$ cat src/hw/hbfs_pkg.sv
// Shared constants and carrier types for the half-bridge fault supervisor.
// Assumes a single 20 MHz clock domain and a plain strobed register port.
package hbfs_pkg;
   localparam int HBFS_NUM_HB = 6;
   localparam int HBFS_ADDR_W = 4;
   localparam int HBFS_DATA_W = 8;
   localparam int HBFS_CLK_MHZ = 20;
   // Filter and dead times in nanoseconds; plain defaults, the analog figures vary by part.
   localparam int HBFS_OC_FILT_NS = 10000;
   localparam int HBFS_OL_FILT_NS = 200000;
   localparam int HBFS_OL_FILT_LED_NS = 50000;
   localparam int HBFS_DEAD_HL_NS = 500;
   localparam int HBFS_DEAD_LH_NS = 500;
   // Least times round up to whole cycles.
   localparam int HBFS_OC_FILT_CYC = (HBFS_OC_FILT_NS * HBFS_CLK_MHZ + 999) / 1000;
   localparam int HBFS_OL_FILT_CYC = (HBFS_OL_FILT_NS * HBFS_CLK_MHZ + 999) / 1000;
   localparam int HBFS_OL_LED_CYC = (HBFS_OL_FILT_LED_NS * HBFS_CLK_MHZ + 999) / 1000;
   localparam int HBFS_DEAD_HL_CYC = (HBFS_DEAD_HL_NS * HBFS_CLK_MHZ + 999) / 1000;
   localparam int HBFS_DEAD_LH_CYC = (HBFS_DEAD_LH_NS * HBFS_CLK_MHZ + 999) / 1000;
   localparam int HBFS_CNT_W = 16;
   // Register indices.
   localparam logic [3:0] HBFS_REG_GLOBAL = 4'h0;
   localparam logic [3:0] HBFS_REG_OC_HIGH = 4'h1;
   localparam logic [3:0] HBFS_REG_OC_LOW = 4'h2;
   localparam logic [3:0] HBFS_REG_OL_HIGH = 4'h3;
   localparam logic [3:0] HBFS_REG_OL_LOW = 4'h4;
   localparam logic [3:0] HBFS_REG_EN_HIGH = 4'h5;
   localparam logic [3:0] HBFS_REG_EN_LOW = 4'h6;
   localparam logic [3:0] HBFS_REG_FW_OL = 4'h7;
   // Global status byte fields.
   localparam int HBFS_GS_TPW = 1;
   localparam int HBFS_GS_TSD = 2;
   localparam int HBFS_GS_NEGATED_POWER_ON_RESET_FLAG = 3;
   localparam int HBFS_GS_OV = 4;
   localparam int HBFS_GS_UV = 5;
   localparam int HBFS_GS_LE = 6;
   // Freewheel/open-load config fields.
   localparam int HBFS_FW_LED_A = 6;
   localparam int HBFS_FW_LED_B = 7;

   typedef struct packed {
      logic [HBFS_ADDR_W-1:0] addr;
      logic [HBFS_DATA_W-1:0] wdata;
      logic wr;
      logic rd;
   } hbfs_bus_t;

   typedef struct packed {
      logic [HBFS_NUM_HB-1:0] oc_high;
      logic [HBFS_NUM_HB-1:0] oc_low;
      logic [HBFS_NUM_HB-1:0] ul_high;
      logic [HBFS_NUM_HB-1:0] ul_low;
      logic temp_warn;
      logic temp_sd;
      logic supply_uv;
      logic supply_ov;
      logic enable_pin;
   } hbfs_sense_t;

   typedef struct packed {
      logic [HBFS_NUM_HB-1:0] high_on;
      logic [HBFS_NUM_HB-1:0] low_on;
   } hbfs_gate_t;
endpackage : hbfs_pkg

$ cat src/hw/hbfs_leg.sv
// One half-bridge leg: dead-time interlock between its high and low switch.
// Assumes the requests are already gated by every fault and lockout.
`timescale 1ns/1ps
module hbfs_leg #(
   parameter int DEAD_HL = hbfs_pkg::HBFS_DEAD_HL_CYC,
   parameter int DEAD_LH = hbfs_pkg::HBFS_DEAD_LH_CYC
) (
   input wire logic clk_in,
   input wire logic rst_n_in,
   input wire logic high_req_in,
   input wire logic low_req_in,
   output logic high_on_out,
   output logic low_on_out
);
   import hbfs_pkg::*;

   typedef struct packed {
      logic high_on;
      logic low_on;
      logic [HBFS_CNT_W-1:0] dead;
   } hbfs_leg_state_t;

   hbfs_leg_state_t st_r;
   hbfs_leg_state_t st_nxt;

   always_comb begin
      st_nxt = st_r;
      // A request for both switches at once drives neither.
      // A switch that drops out of this leg always starts a dead time, so that
      // a later request for the other switch still waits for it.
      if (high_req_in == low_req_in) begin
         st_nxt.high_on = 1'b0;
         st_nxt.low_on = 1'b0;
         if (st_r.high_on) begin
            st_nxt.dead = HBFS_CNT_W'(DEAD_HL);
         end else if (st_r.low_on) begin
            st_nxt.dead = HBFS_CNT_W'(DEAD_LH);
         end else if (st_r.dead != '0) begin
            st_nxt.dead = st_r.dead - 1'b1;
         end
      end else if (high_req_in) begin
         st_nxt.low_on = 1'b0;
         if (st_r.low_on) begin
            st_nxt.dead = HBFS_CNT_W'(DEAD_LH);
         end else if (st_r.dead != '0) begin
            st_nxt.dead = st_r.dead - 1'b1;
         end else begin
            st_nxt.high_on = 1'b1;
         end
      end else begin
         st_nxt.high_on = 1'b0;
         if (st_r.high_on) begin
            st_nxt.dead = HBFS_CNT_W'(DEAD_HL);
         end else if (st_r.dead != '0) begin
            st_nxt.dead = st_r.dead - 1'b1;
         end else begin
            st_nxt.low_on = 1'b1;
         end
      end
   end

   always_ff @(posedge clk_in or negedge rst_n_in) begin
      if (!rst_n_in) begin
         st_r <= '0;
      end else begin
         st_r <= st_nxt;
      end
   end

   assign high_on_out = st_r.high_on;
   assign low_on_out = st_r.low_on;

   a_never_both: assert property (@(posedge clk_in) disable iff (!rst_n_in)
      !(high_on_out && low_on_out)) else $error("Both switches of a leg on.");
   a_dead_gap: assert property (@(posedge clk_in) disable iff (!rst_n_in)
      $fell(high_on_out) |-> !low_on_out [*2]) else $error("Dead time skipped.");
endmodule : hbfs_leg

$ cat src/hw/hbfs_top.sv
// Fault supervisor for six half-bridges: overcurrent, open load, thermal,
// supply lockout, reset reporting and per-leg dead time. Sense inputs come
// from analog comparators, asynchronous to clk_in; registers use a strobe port.
`timescale 1ns/1ps
// Functional notes
// - Overcurrent held past the filter time latches the switch off and flags it.
// - Any overcurrent flag also sets the load-error summary bit.
// - An overcurrent-latched switch stays off while its flag is set.
// - High and low switch of a leg are never on together.
// - A dead time separates turning one switch off and the other on.
// - Thermal warning latches a flag; outputs keep running.
// - Thermal shutdown latches all outputs off until its flag is cleared.
// - Supply undervoltage turns outputs off and latches its flag; state kept.
// - Outputs return by themselves when undervoltage ends; flag stays.
// - Supply overvoltage turns outputs off, latches flag, recovers automatically.
// - Logic-supply reset initializes everything and floats all outputs.
// - Reset releases once the logic supply is back.
// - After reset, with enable high, the not-reset bit reads zero.
// - Low current past the open-load filter time latches open-load and load error.
// - Open-load detection never changes the output state.
// - The first two high switches have a light-load open-load mode.
// - Open-load is blanked for switches acting as freewheel in PWM.
// - Flags are cleared only by software or by reset; the not-reset bit only by reset.
// - Load error is the OR of all open-load and overcurrent flags.
module hbfs_top #(
   parameter int NUM_HB = hbfs_pkg::HBFS_NUM_HB,
   parameter int OC_FILT = hbfs_pkg::HBFS_OC_FILT_CYC,
   parameter int OL_FILT = hbfs_pkg::HBFS_OL_FILT_CYC,
   parameter int OL_LED = hbfs_pkg::HBFS_OL_LED_CYC
) (
   input wire logic clk_in,
   input wire logic rst_n_in,
   input wire hbfs_pkg::hbfs_bus_t bus_in,
   output logic [hbfs_pkg::HBFS_DATA_W-1:0] rdata_out,
   input wire hbfs_pkg::hbfs_sense_t sense_in,
   input wire logic [hbfs_pkg::HBFS_NUM_HB-1:0] freewheel_high_in,
   input wire logic [hbfs_pkg::HBFS_NUM_HB-1:0] freewheel_low_in,
   output hbfs_pkg::hbfs_gate_t gate_out,
   output logic [hbfs_pkg::HBFS_NUM_HB-1:0] bridge_float_out
);
   import hbfs_pkg::*;

   localparam int SW = 2 * NUM_HB;
   localparam int SENSE_W = $bits(hbfs_sense_t);

   typedef struct packed {
      logic [SENSE_W-1:0] s1;
      logic [SENSE_W-1:0] s2;
      logic [SENSE_W-1:0] s3;
      logic [SENSE_W-1:0] sense;
      logic [SW-1:0][HBFS_CNT_W-1:0] oc_cnt;
      logic [SW-1:0][HBFS_CNT_W-1:0] ol_cnt;
      logic [SW-1:0] oc_flag;
      logic [SW-1:0] ol_flag;
      logic [SW-1:0] enable;
      logic [HBFS_DATA_W-1:0] fw_cfg;
      logic thermal_warning_flag;
      logic thermal_shutdown_flag;
      logic uv;
      logic ov;
      logic negated_power_on_reset_flag;
      logic [HBFS_DATA_W-1:0] rdata;
   } hbfs_state_t;

   logic rst_s1_r;
   logic rst_s2_r;
   hbfs_state_t st_r;
   hbfs_state_t st_nxt;
   hbfs_sense_t sn;
   logic [SW-1:0] oc_now;
   logic [SW-1:0] ul_now;
   logic [SW-1:0] fw_now;
   logic [SW-1:0] drive;
   logic [SW-1:0] ol_limit_hit;
   logic [HBFS_DATA_W-1:0] gstat;
   logic le_bit;
   logic lockout;
   logic [NUM_HB-1:0] hi_on;
   logic [NUM_HB-1:0] lo_on;

   // Logic-supply reset is released through two flops; the rest uses the copy.
   always_ff @(posedge clk_in or negedge rst_n_in) begin
      if (!rst_n_in) begin
         rst_s1_r <= 1'b0;
         rst_s2_r <= 1'b0;
      end else begin
         rst_s1_r <= 1'b1;
         rst_s2_r <= rst_s1_r;
      end
   end

   assign sn = hbfs_sense_t'(st_r.sense);
   // Switch index k: bits [NUM_HB-1:0] are high switches, the rest low switches.
   assign oc_now = {sn.oc_low, sn.oc_high};
   assign ul_now = {sn.ul_low, sn.ul_high};
   assign fw_now = {freewheel_low_in, freewheel_high_in};
   assign le_bit = |{st_r.oc_flag, st_r.ol_flag};
   assign lockout = st_r.thermal_shutdown_flag || sn.supply_uv || sn.supply_ov;

   // Outputs need the enable bit and no latched or live lockout; enables are untouched.
   assign drive = st_r.enable & ~st_r.oc_flag & {SW{!lockout}};

   always_comb begin
      gstat = '0;
      gstat[HBFS_GS_TPW] = st_r.thermal_warning_flag;
      gstat[HBFS_GS_TSD] = st_r.thermal_shutdown_flag;
      gstat[HBFS_GS_NEGATED_POWER_ON_RESET_FLAG] = st_r.negated_power_on_reset_flag;
      gstat[HBFS_GS_OV] = st_r.ov;
      gstat[HBFS_GS_UV] = st_r.uv;
      gstat[HBFS_GS_LE] = le_bit;
   end

   genvar k;
   generate
      for (k = 0; k < SW; k = k + 1) begin : g_lim
         // Light-load mode uses the shorter filter on the first two high switches.
         if (k == 0 || k == 1) begin : g_led
            localparam int LED_BIT = (k == 0) ? HBFS_FW_LED_A : HBFS_FW_LED_B;
            assign ol_limit_hit[k] = st_r.fw_cfg[LED_BIT] ?
               (st_r.ol_cnt[k] >= HBFS_CNT_W'(OL_LED - 1)) :
               (st_r.ol_cnt[k] >= HBFS_CNT_W'(OL_FILT - 1));
         end else begin : g_std
            assign ol_limit_hit[k] = st_r.ol_cnt[k] >= HBFS_CNT_W'(OL_FILT - 1);
         end
      end
   endgenerate

   always_comb begin
      st_nxt = st_r;
      // Sense inputs pass three flops; a change counts once stages two and three agree.
      st_nxt.s1 = sense_in;
      st_nxt.s2 = st_r.s1;
      st_nxt.s3 = st_r.s2;
      if (st_r.s2 == st_r.s3) begin
         st_nxt.sense = st_r.s3;
      end
      for (int i = 0; i < SW; i++) begin
         // Overcurrent filter runs only on a driven switch; flag set wins over a clear.
         if (oc_now[i] && drive[i]) begin
            if (st_r.oc_cnt[i] >= HBFS_CNT_W'(OC_FILT - 1)) begin
               st_nxt.oc_flag[i] = 1'b1;
               st_nxt.oc_cnt[i] = '0;
            end else begin
               st_nxt.oc_cnt[i] = st_r.oc_cnt[i] + 1'b1;
            end
         end else begin
            st_nxt.oc_cnt[i] = '0;
         end
         // Open load is only judged on an active switch that is not freewheeling.
         if (ul_now[i] && drive[i] && !fw_now[i]) begin
            if (ol_limit_hit[i]) begin
               st_nxt.ol_flag[i] = 1'b1;
            end else begin
               st_nxt.ol_cnt[i] = st_r.ol_cnt[i] + 1'b1;
            end
         end else begin
            st_nxt.ol_cnt[i] = '0;
         end
      end
      // Register writes: a 1 written to a flag bit clears it, unless it newly sets now or its thermal or supply cause is live.
      if (bus_in.wr) begin
         case (bus_in.addr)
            HBFS_REG_GLOBAL: begin
               if (bus_in.wdata[HBFS_GS_TPW] && !sn.temp_warn) st_nxt.thermal_warning_flag = 1'b0;
               if (bus_in.wdata[HBFS_GS_TSD] && !sn.temp_sd) st_nxt.thermal_shutdown_flag = 1'b0;
               if (bus_in.wdata[HBFS_GS_OV] && !sn.supply_ov) st_nxt.ov = 1'b0;
               if (bus_in.wdata[HBFS_GS_UV] && !sn.supply_uv) st_nxt.uv = 1'b0;
            end
            HBFS_REG_OC_HIGH: st_nxt.oc_flag[NUM_HB-1:0] =
               st_nxt.oc_flag[NUM_HB-1:0] & ~bus_in.wdata[NUM_HB-1:0] |
               (st_nxt.oc_flag[NUM_HB-1:0] & ~st_r.oc_flag[NUM_HB-1:0]);
            HBFS_REG_OC_LOW: st_nxt.oc_flag[SW-1:NUM_HB] =
               st_nxt.oc_flag[SW-1:NUM_HB] & ~bus_in.wdata[NUM_HB-1:0] |
               (st_nxt.oc_flag[SW-1:NUM_HB] & ~st_r.oc_flag[SW-1:NUM_HB]);
            HBFS_REG_OL_HIGH: st_nxt.ol_flag[NUM_HB-1:0] =
               st_nxt.ol_flag[NUM_HB-1:0] & ~bus_in.wdata[NUM_HB-1:0] |
               (st_nxt.ol_flag[NUM_HB-1:0] & ~st_r.ol_flag[NUM_HB-1:0]);
            HBFS_REG_OL_LOW: st_nxt.ol_flag[SW-1:NUM_HB] =
               st_nxt.ol_flag[SW-1:NUM_HB] & ~bus_in.wdata[NUM_HB-1:0] |
               (st_nxt.ol_flag[SW-1:NUM_HB] & ~st_r.ol_flag[SW-1:NUM_HB]);
            HBFS_REG_EN_HIGH: st_nxt.enable[NUM_HB-1:0] = bus_in.wdata[NUM_HB-1:0];
            HBFS_REG_EN_LOW: st_nxt.enable[SW-1:NUM_HB] = bus_in.wdata[NUM_HB-1:0];
            HBFS_REG_FW_OL: st_nxt.fw_cfg = bus_in.wdata;
            default: ;
         endcase
      end
      // Sticky event flags; these sets come last so they win over a same-cycle clear.
      if (sn.temp_warn) st_nxt.thermal_warning_flag = 1'b1;
      if (sn.temp_sd) st_nxt.thermal_shutdown_flag = 1'b1;
      if (sn.supply_uv) st_nxt.uv = 1'b1;
      if (sn.supply_ov) st_nxt.ov = 1'b1;
      // The not-reset bit reads 0 after reset; software writing 1 with the enable pin high acknowledges it.
      if (bus_in.wr && bus_in.addr == HBFS_REG_GLOBAL && bus_in.wdata[HBFS_GS_NEGATED_POWER_ON_RESET_FLAG]
          && sn.enable_pin) begin
         st_nxt.negated_power_on_reset_flag = 1'b1;
      end
      st_nxt.rdata = '0;
      if (bus_in.rd) begin
         case (bus_in.addr)
            HBFS_REG_GLOBAL: st_nxt.rdata = gstat;
            HBFS_REG_OC_HIGH: st_nxt.rdata[NUM_HB-1:0] = st_r.oc_flag[NUM_HB-1:0];
            HBFS_REG_OC_LOW: st_nxt.rdata[NUM_HB-1:0] = st_r.oc_flag[SW-1:NUM_HB];
            HBFS_REG_OL_HIGH: st_nxt.rdata[NUM_HB-1:0] = st_r.ol_flag[NUM_HB-1:0];
            HBFS_REG_OL_LOW: st_nxt.rdata[NUM_HB-1:0] = st_r.ol_flag[SW-1:NUM_HB];
            HBFS_REG_EN_HIGH: st_nxt.rdata[NUM_HB-1:0] = st_r.enable[NUM_HB-1:0];
            HBFS_REG_EN_LOW: st_nxt.rdata[NUM_HB-1:0] = st_r.enable[SW-1:NUM_HB];
            HBFS_REG_FW_OL: st_nxt.rdata = st_r.fw_cfg;
            default: st_nxt.rdata = '0;
         endcase
      end
   end

   // Reset initializes every flag and control bit; negated_power_on_reset_flag starts at 0.
   always_ff @(posedge clk_in or negedge rst_s2_r) begin
      if (!rst_s2_r) begin
         st_r <= '0;
      end else begin
         st_r <= st_nxt;
      end
   end

   generate
      for (k = 0; k < NUM_HB; k = k + 1) begin : g_leg
         hbfs_leg u_leg (
            .clk_in(clk_in),
            .rst_n_in(rst_s2_r),
            .high_req_in(drive[k]),
            .low_req_in(drive[k + NUM_HB]),
            .high_on_out(hi_on[k]),
            .low_on_out(lo_on[k])
         );
         // A leg with neither switch on is high impedance, also during reset.
         assign bridge_float_out[k] = !(hi_on[k] || lo_on[k]);
      end
   endgenerate

   assign gate_out.high_on = hi_on;
   assign gate_out.low_on = lo_on;
   assign rdata_out = st_r.rdata;

   a_oc_latch_off: assert property (@(posedge clk_in) disable iff (!rst_s2_r)
      st_r.oc_flag[0] |=> !gate_out.high_on[0]) else $error("Overcurrent switch on.");
   a_tsd_all_off: assert property (@(posedge clk_in) disable iff (!rst_s2_r)
      st_r.thermal_shutdown_flag |=> (gate_out == '0)) else $error("Output on in thermal shutdown.");
   a_le_summary: assert property (@(posedge clk_in) disable iff (!rst_s2_r)
      gstat[HBFS_GS_LE] == (|{st_r.oc_flag, st_r.ol_flag})) else $error("Load error wrong.");
   a_tpw_sticky: assert property (@(posedge clk_in) disable iff (!rst_s2_r)
      st_r.thermal_warning_flag && !(bus_in.wr && bus_in.addr == HBFS_REG_GLOBAL) |=> st_r.thermal_warning_flag)
      else $error("Warning flag dropped.");
   a_uv_latch: assert property (@(posedge clk_in) disable iff (!rst_s2_r)
      sn.supply_uv |=> st_r.uv) else $error("Undervoltage flag missed.");
   a_ol_no_effect: assert property (@(posedge clk_in) disable iff (!rst_s2_r)
      $rose(st_r.ol_flag[0]) |-> drive[0]) else $error("Open load changed output.");
   a_enable_kept: assert property (@(posedge clk_in) disable iff (!rst_s2_r)
      !bus_in.wr |=> $stable(st_r.enable)) else $error("Enable altered by fault.");
   a_oc_filter: assert property (@(posedge clk_in) disable iff (!rst_s2_r)
      $rose(st_r.oc_flag[0]) |-> $past(oc_now[0])) else $error("Overcurrent unfiltered.");
endmodule : hbfs_top

$ cat config.mk
export PLATFORM = sky130hd
export DESIGN_NAME = hbfs_top
export DESIGN_NICKNAME = d
export VERILOG_FILES = /design/src/hw/hbfs_pkg.sv /design/src/hw/hbfs_leg.sv /design/src/hw/hbfs_top.sv
export SDC_FILE = /design/constraint.sdc
export NUM_CORES = 1
export LEC_CHECK = 0
export CAP_MARGIN = 5
export CORE_MARGIN = 2
export CORE_UTILIZATION = 35
export CTS_CLUSTER_DIAMETER = 100
export DETAILED_ROUTE_END_ITERATION = 10
export DONT_BUFFER_PORTS = 1
export REMOVE_ABC_BUFFERS = 1
export SETUP_SLACK_MARGIN = 0.4
export SLEW_MARGIN = 20
export SYNTH_ARGS = -nofsm -noshare
export SYNTH_HDL_FRONTEND = slang
export SYNTH_SLANG_ARGS = --single-unit
$ cat constraint.sdc
create_clock -name clk_in -period 56.3 [get_ports clk_in]
set_input_delay 2.815 -clock clk_in [delete_from_list [all_inputs] [get_ports clk_in]]
set_output_delay 2.815 -clock clk_in [all_outputs]
set_load 0.1 [all_outputs]
==> impl_metrics.yaml <==
setup_path:
  required_ns: 53.49
  critPathMaxFanout: 7
  critPathTopFamily: "simple AND/OR/NAND/NOR gates"
  critical_path_buf_inv_count: 0
  max_stage_delay_ns: 1.00
  cp_slowest_cell: "nor2_2"
  path_class: "reg2out"
  critPathArrivalTime_ns: 2.41
  worstPathCellList: "nor2_2"
  crit_path_start_kind: "register"
  critPathCaptureType: "output pin"
flow_run:
  max-cap-violations: 0
global_routing:
  grt_pass1_vias: 18043
  grt_antenna_before_repair: 15
  overflow: 0
  gr-usage-all-layers: 0.144
  grt_max_degree: 170
  grt_pass1_wl_mm: 96.0
timing:
  max_slew_margin: 0.276
  fmax_mhz: 192
  fin_skew_ns: 0.0274
  hold_viol: 0
  fin_crit_ns: 5.22
  setup_viol: 0
  tightestPinTransition_ns: 1.09
  rsz0062_at_grt: "false"
  maxSlewViolCount: 0
  final.setup.tns_ns: 0
  period_share: 0.0927
yosys:
  yosysWarnings: 0
  ys.flop_type: "dfrtp_1"
  ys_seq_area_frac: 0.590
  synth_top_family_by_area: "simple AND/OR/NAND/NOR gates"
  ys_ff_latch: 667
  synth_simple_gate_area_frac: 0.195
  netlist_instances: 2587
  syn_area_per_cell_um2: 10.9
  synth_edf_count: 0
  synth.distinct_cells: 65
  synth_compound_gate_area_share: 0.0647
  yosys.area_share.xor_xnor: 0.0780
  syn_area_um2: 28300
  synth-async-reset-ratio: 1.00
  synth_fa_ha_area_frac: 0.0186
  muxShareOfSynthArea: 0.0272
cts:
  cts_root_buf: "clkbuf_16"
  htreeDepth: 3
  cts_sinks: 667
  clock_latency_ns: 0.62
  cts_tree: "done"
  cts_inserted_buffers: 72
  hold_buffers: 0
  cts_setup_buffers: 0
  cts.repair.resized: 0
  clk_path_buf_depth: 3
  cts.clk_slew.worst_paths_ns: 0.06
detailed_routing:
  dr_total_vias: 18794
  drt_iter0_drc: 1244
  drc: 0
  drtPass1Iterations: 5
  totalWireLength_mm: 58.6
  final_antenna_net_count: 0
  vias_per_cell: 4.92
  route.detailed.wl_per_inst_um: 15.3
power_and_ir_drop:
  leakage_nw: 13.8
  p_total_mw: 1.33
  ir_worst_vdd_mv: 0.0254
  power_density_nw_per_um2: 41.0
floorplanning:
  die_h_um: 288
  dieArea_um2: 83200
  core.rowCount: 104
  die_w_um: 288
  ios: 83
  core_um2: 80300
  start_util: 0.353
min_path:
  hp-class: "reg2reg"
cells_and_area:
  areaGrowthSynthToFinish_pct: 14.7
  layout-drive-gt1-share: 0.0845
  fill_cells: 7660
  ff_latch_area_um2: 16700
  multi_input_area_um2: 11300
  final_nets: 2796
outcome:
  status: "complete, no violations"
place:
  gp_congestion: 0.862
  port_buffers: 0
  dpl.hpwl_mm: 40.1
==> cells by family after synthesis <==
| logic type | count (synthesis) |
|---|---|
| compound gates | 280 |
| flops | 667 |
| buf+inv | 177 |
| xor+xnor | 252 |
| mux | 69 |
| simple gates | 1098 |
| fa+ha+maj | 42 |
| other cells | 2 |
==> routing by layer <==
metal	up-vias	track usage	share of wire
met2	335	0.213	0.43
met1	9187	0.206	0.49
met3	101	0.0397	0.061
met4	10	0.0367	0.021
met5	-	0	0.0011
li1	9161	-	-
==> layout make-up <==
type	instances	share of cell area
inverters	100	0.0116
clock inverters	40	0.0190
diodes	3	0.000231
well taps	1060	0.0409
repair buffers	18	0.00455
multi-input cells	1838	0.347
clock buffers	93	0.0620
flip-flops and latches	667	0.514
==> worst paths after layout <==
| path | from | to | slack (ns) | cells past startpoint |
|---|---|---|---|---|
| min | st_nxt[520] | st_nxt[491] | 0.34 | 0 |
| max reg2reg | rst_s2_r | st_r[138] | 52.83 | 3 |
| max in group asynchronous | rst_s2_r | st_r[138] | 52.83 | 3 |
| min in group asynchronous | rst_s2_r | st_r[176] | 0.41 | 0 |
| max | g_leg[3].u_leg.high_on_out | bridge_float_out[3] | 51.08 | 1 |
| min reg2reg | st_nxt[520] | st_nxt[491] | 0.34 | 0 |
==> state kept, by name, summed over array words and instances (netlist names) <==
register and flops:
rst_s2_r 1, g_leg.u_leg.st_r 96, sn 29, st_nxt 58, g_leg.u_leg.low_on_out 6, st_r 457, gstat 5, g_leg.u_leg.high_on_out 6
rst_s1_r 1, rdata_out 8
==> through the flow <==
step / std cells / area (um2) / hold slack [ns] / utilization / worst slack, ns
global route: 3819 / 32500 / 0.352 / 0.404 / 51.00
global placement: 3683 / 29800 / 0.333 / 0.371 / 51.71
detailed placement: 3683 / 29800 / 0.335 / 0.371 / 51.69
CTS: 3816 / 32400 / 0.347 / 0.404 / 51.04
finish: 3819 / 32500 / 0.343 / 0.404 / 51.08
floorplan: 2605 / 28300 / 0.331 / - / 36.33
==> synth_stat cells (19+ instances only) <==
| library cell | instances | share of area |
|---|---|---|
| o211ai_1 | 24 | 0.0064 |
| a21oi_1 | 67 | 0.012 |
| buf_4 | 20 | 0.0053 |
| nor3b_1 | 21 | 0.0056 |
| and3_1 | 37 | 0.0082 |
| clkbuf_1 | 49 | 0.0065 |
| nor3_1 | 71 | 0.013 |
| xor2_1 | 96 | 0.030 |
| nand3_1 | 122 | 0.022 |
| o21ai_0 | 66 | 0.012 |
| dfrtp_1 | 667 | 0.59 |
| xnor2_1 | 156 | 0.048 |
| or4_1 | 19 | 0.0050 |
| inv_1 | 97 | 0.013 |
| mux2_2 | 54 | 0.021 |
| or3_1 | 21 | 0.0046 |
| nor4_1 | 104 | 0.023 |
| ha_1 | 42 | 0.019 |
| nand2_1 | 125 | 0.017 |
| nand3b_1 | 30 | 0.0080 |
| nand4_1 | 38 | 0.0084 |
| nor2_1 | 417 | 0.055 |
==> cells in the final DEF, fill, tap and decap left out, types with 8 or more instances in the layout <==
master and instances:
nor3b_1 21, nand4_1 38, o21ai_0 66, mux2_2 54, o31ai_1 18, clkbuf_1 9
nor4b_1 12, nor4_1 103, a21oi_1 67, nor2_2 8, bufinv_16 14, and4_1 13
clkbuf_16 73, xor2_1 96, clkbuf_8 11, xnor2_1 156, and2_1 14, mux2i_1 14
dfrtp_1 666, nand3b_1 30, or3_1 21, conb_1 97, clkinv_2 12, and3_1 37
o22a_1 14, nand2_1 125, o211ai_1 24, nand3_1 122, nor2_1 411, ha_1 42
a31oi_1 18, a2111oi_0 17, inv_1 97, or4_1 19, buf_4 17, nand2b_1 18
nor3_1 71
==> report_power, final <==
group / switching [mW] / total [mW] / internal, mW
Clock: 0.197 / 0.516 / 0.320
Sequential: 0.0666 / 0.587 / 0.520
Combinational: 0.148 / 0.228 / 0.0802
Total: 0.411 / 1.33 / 0.920
Note: power is estimated with default switching activity, not from simulation.
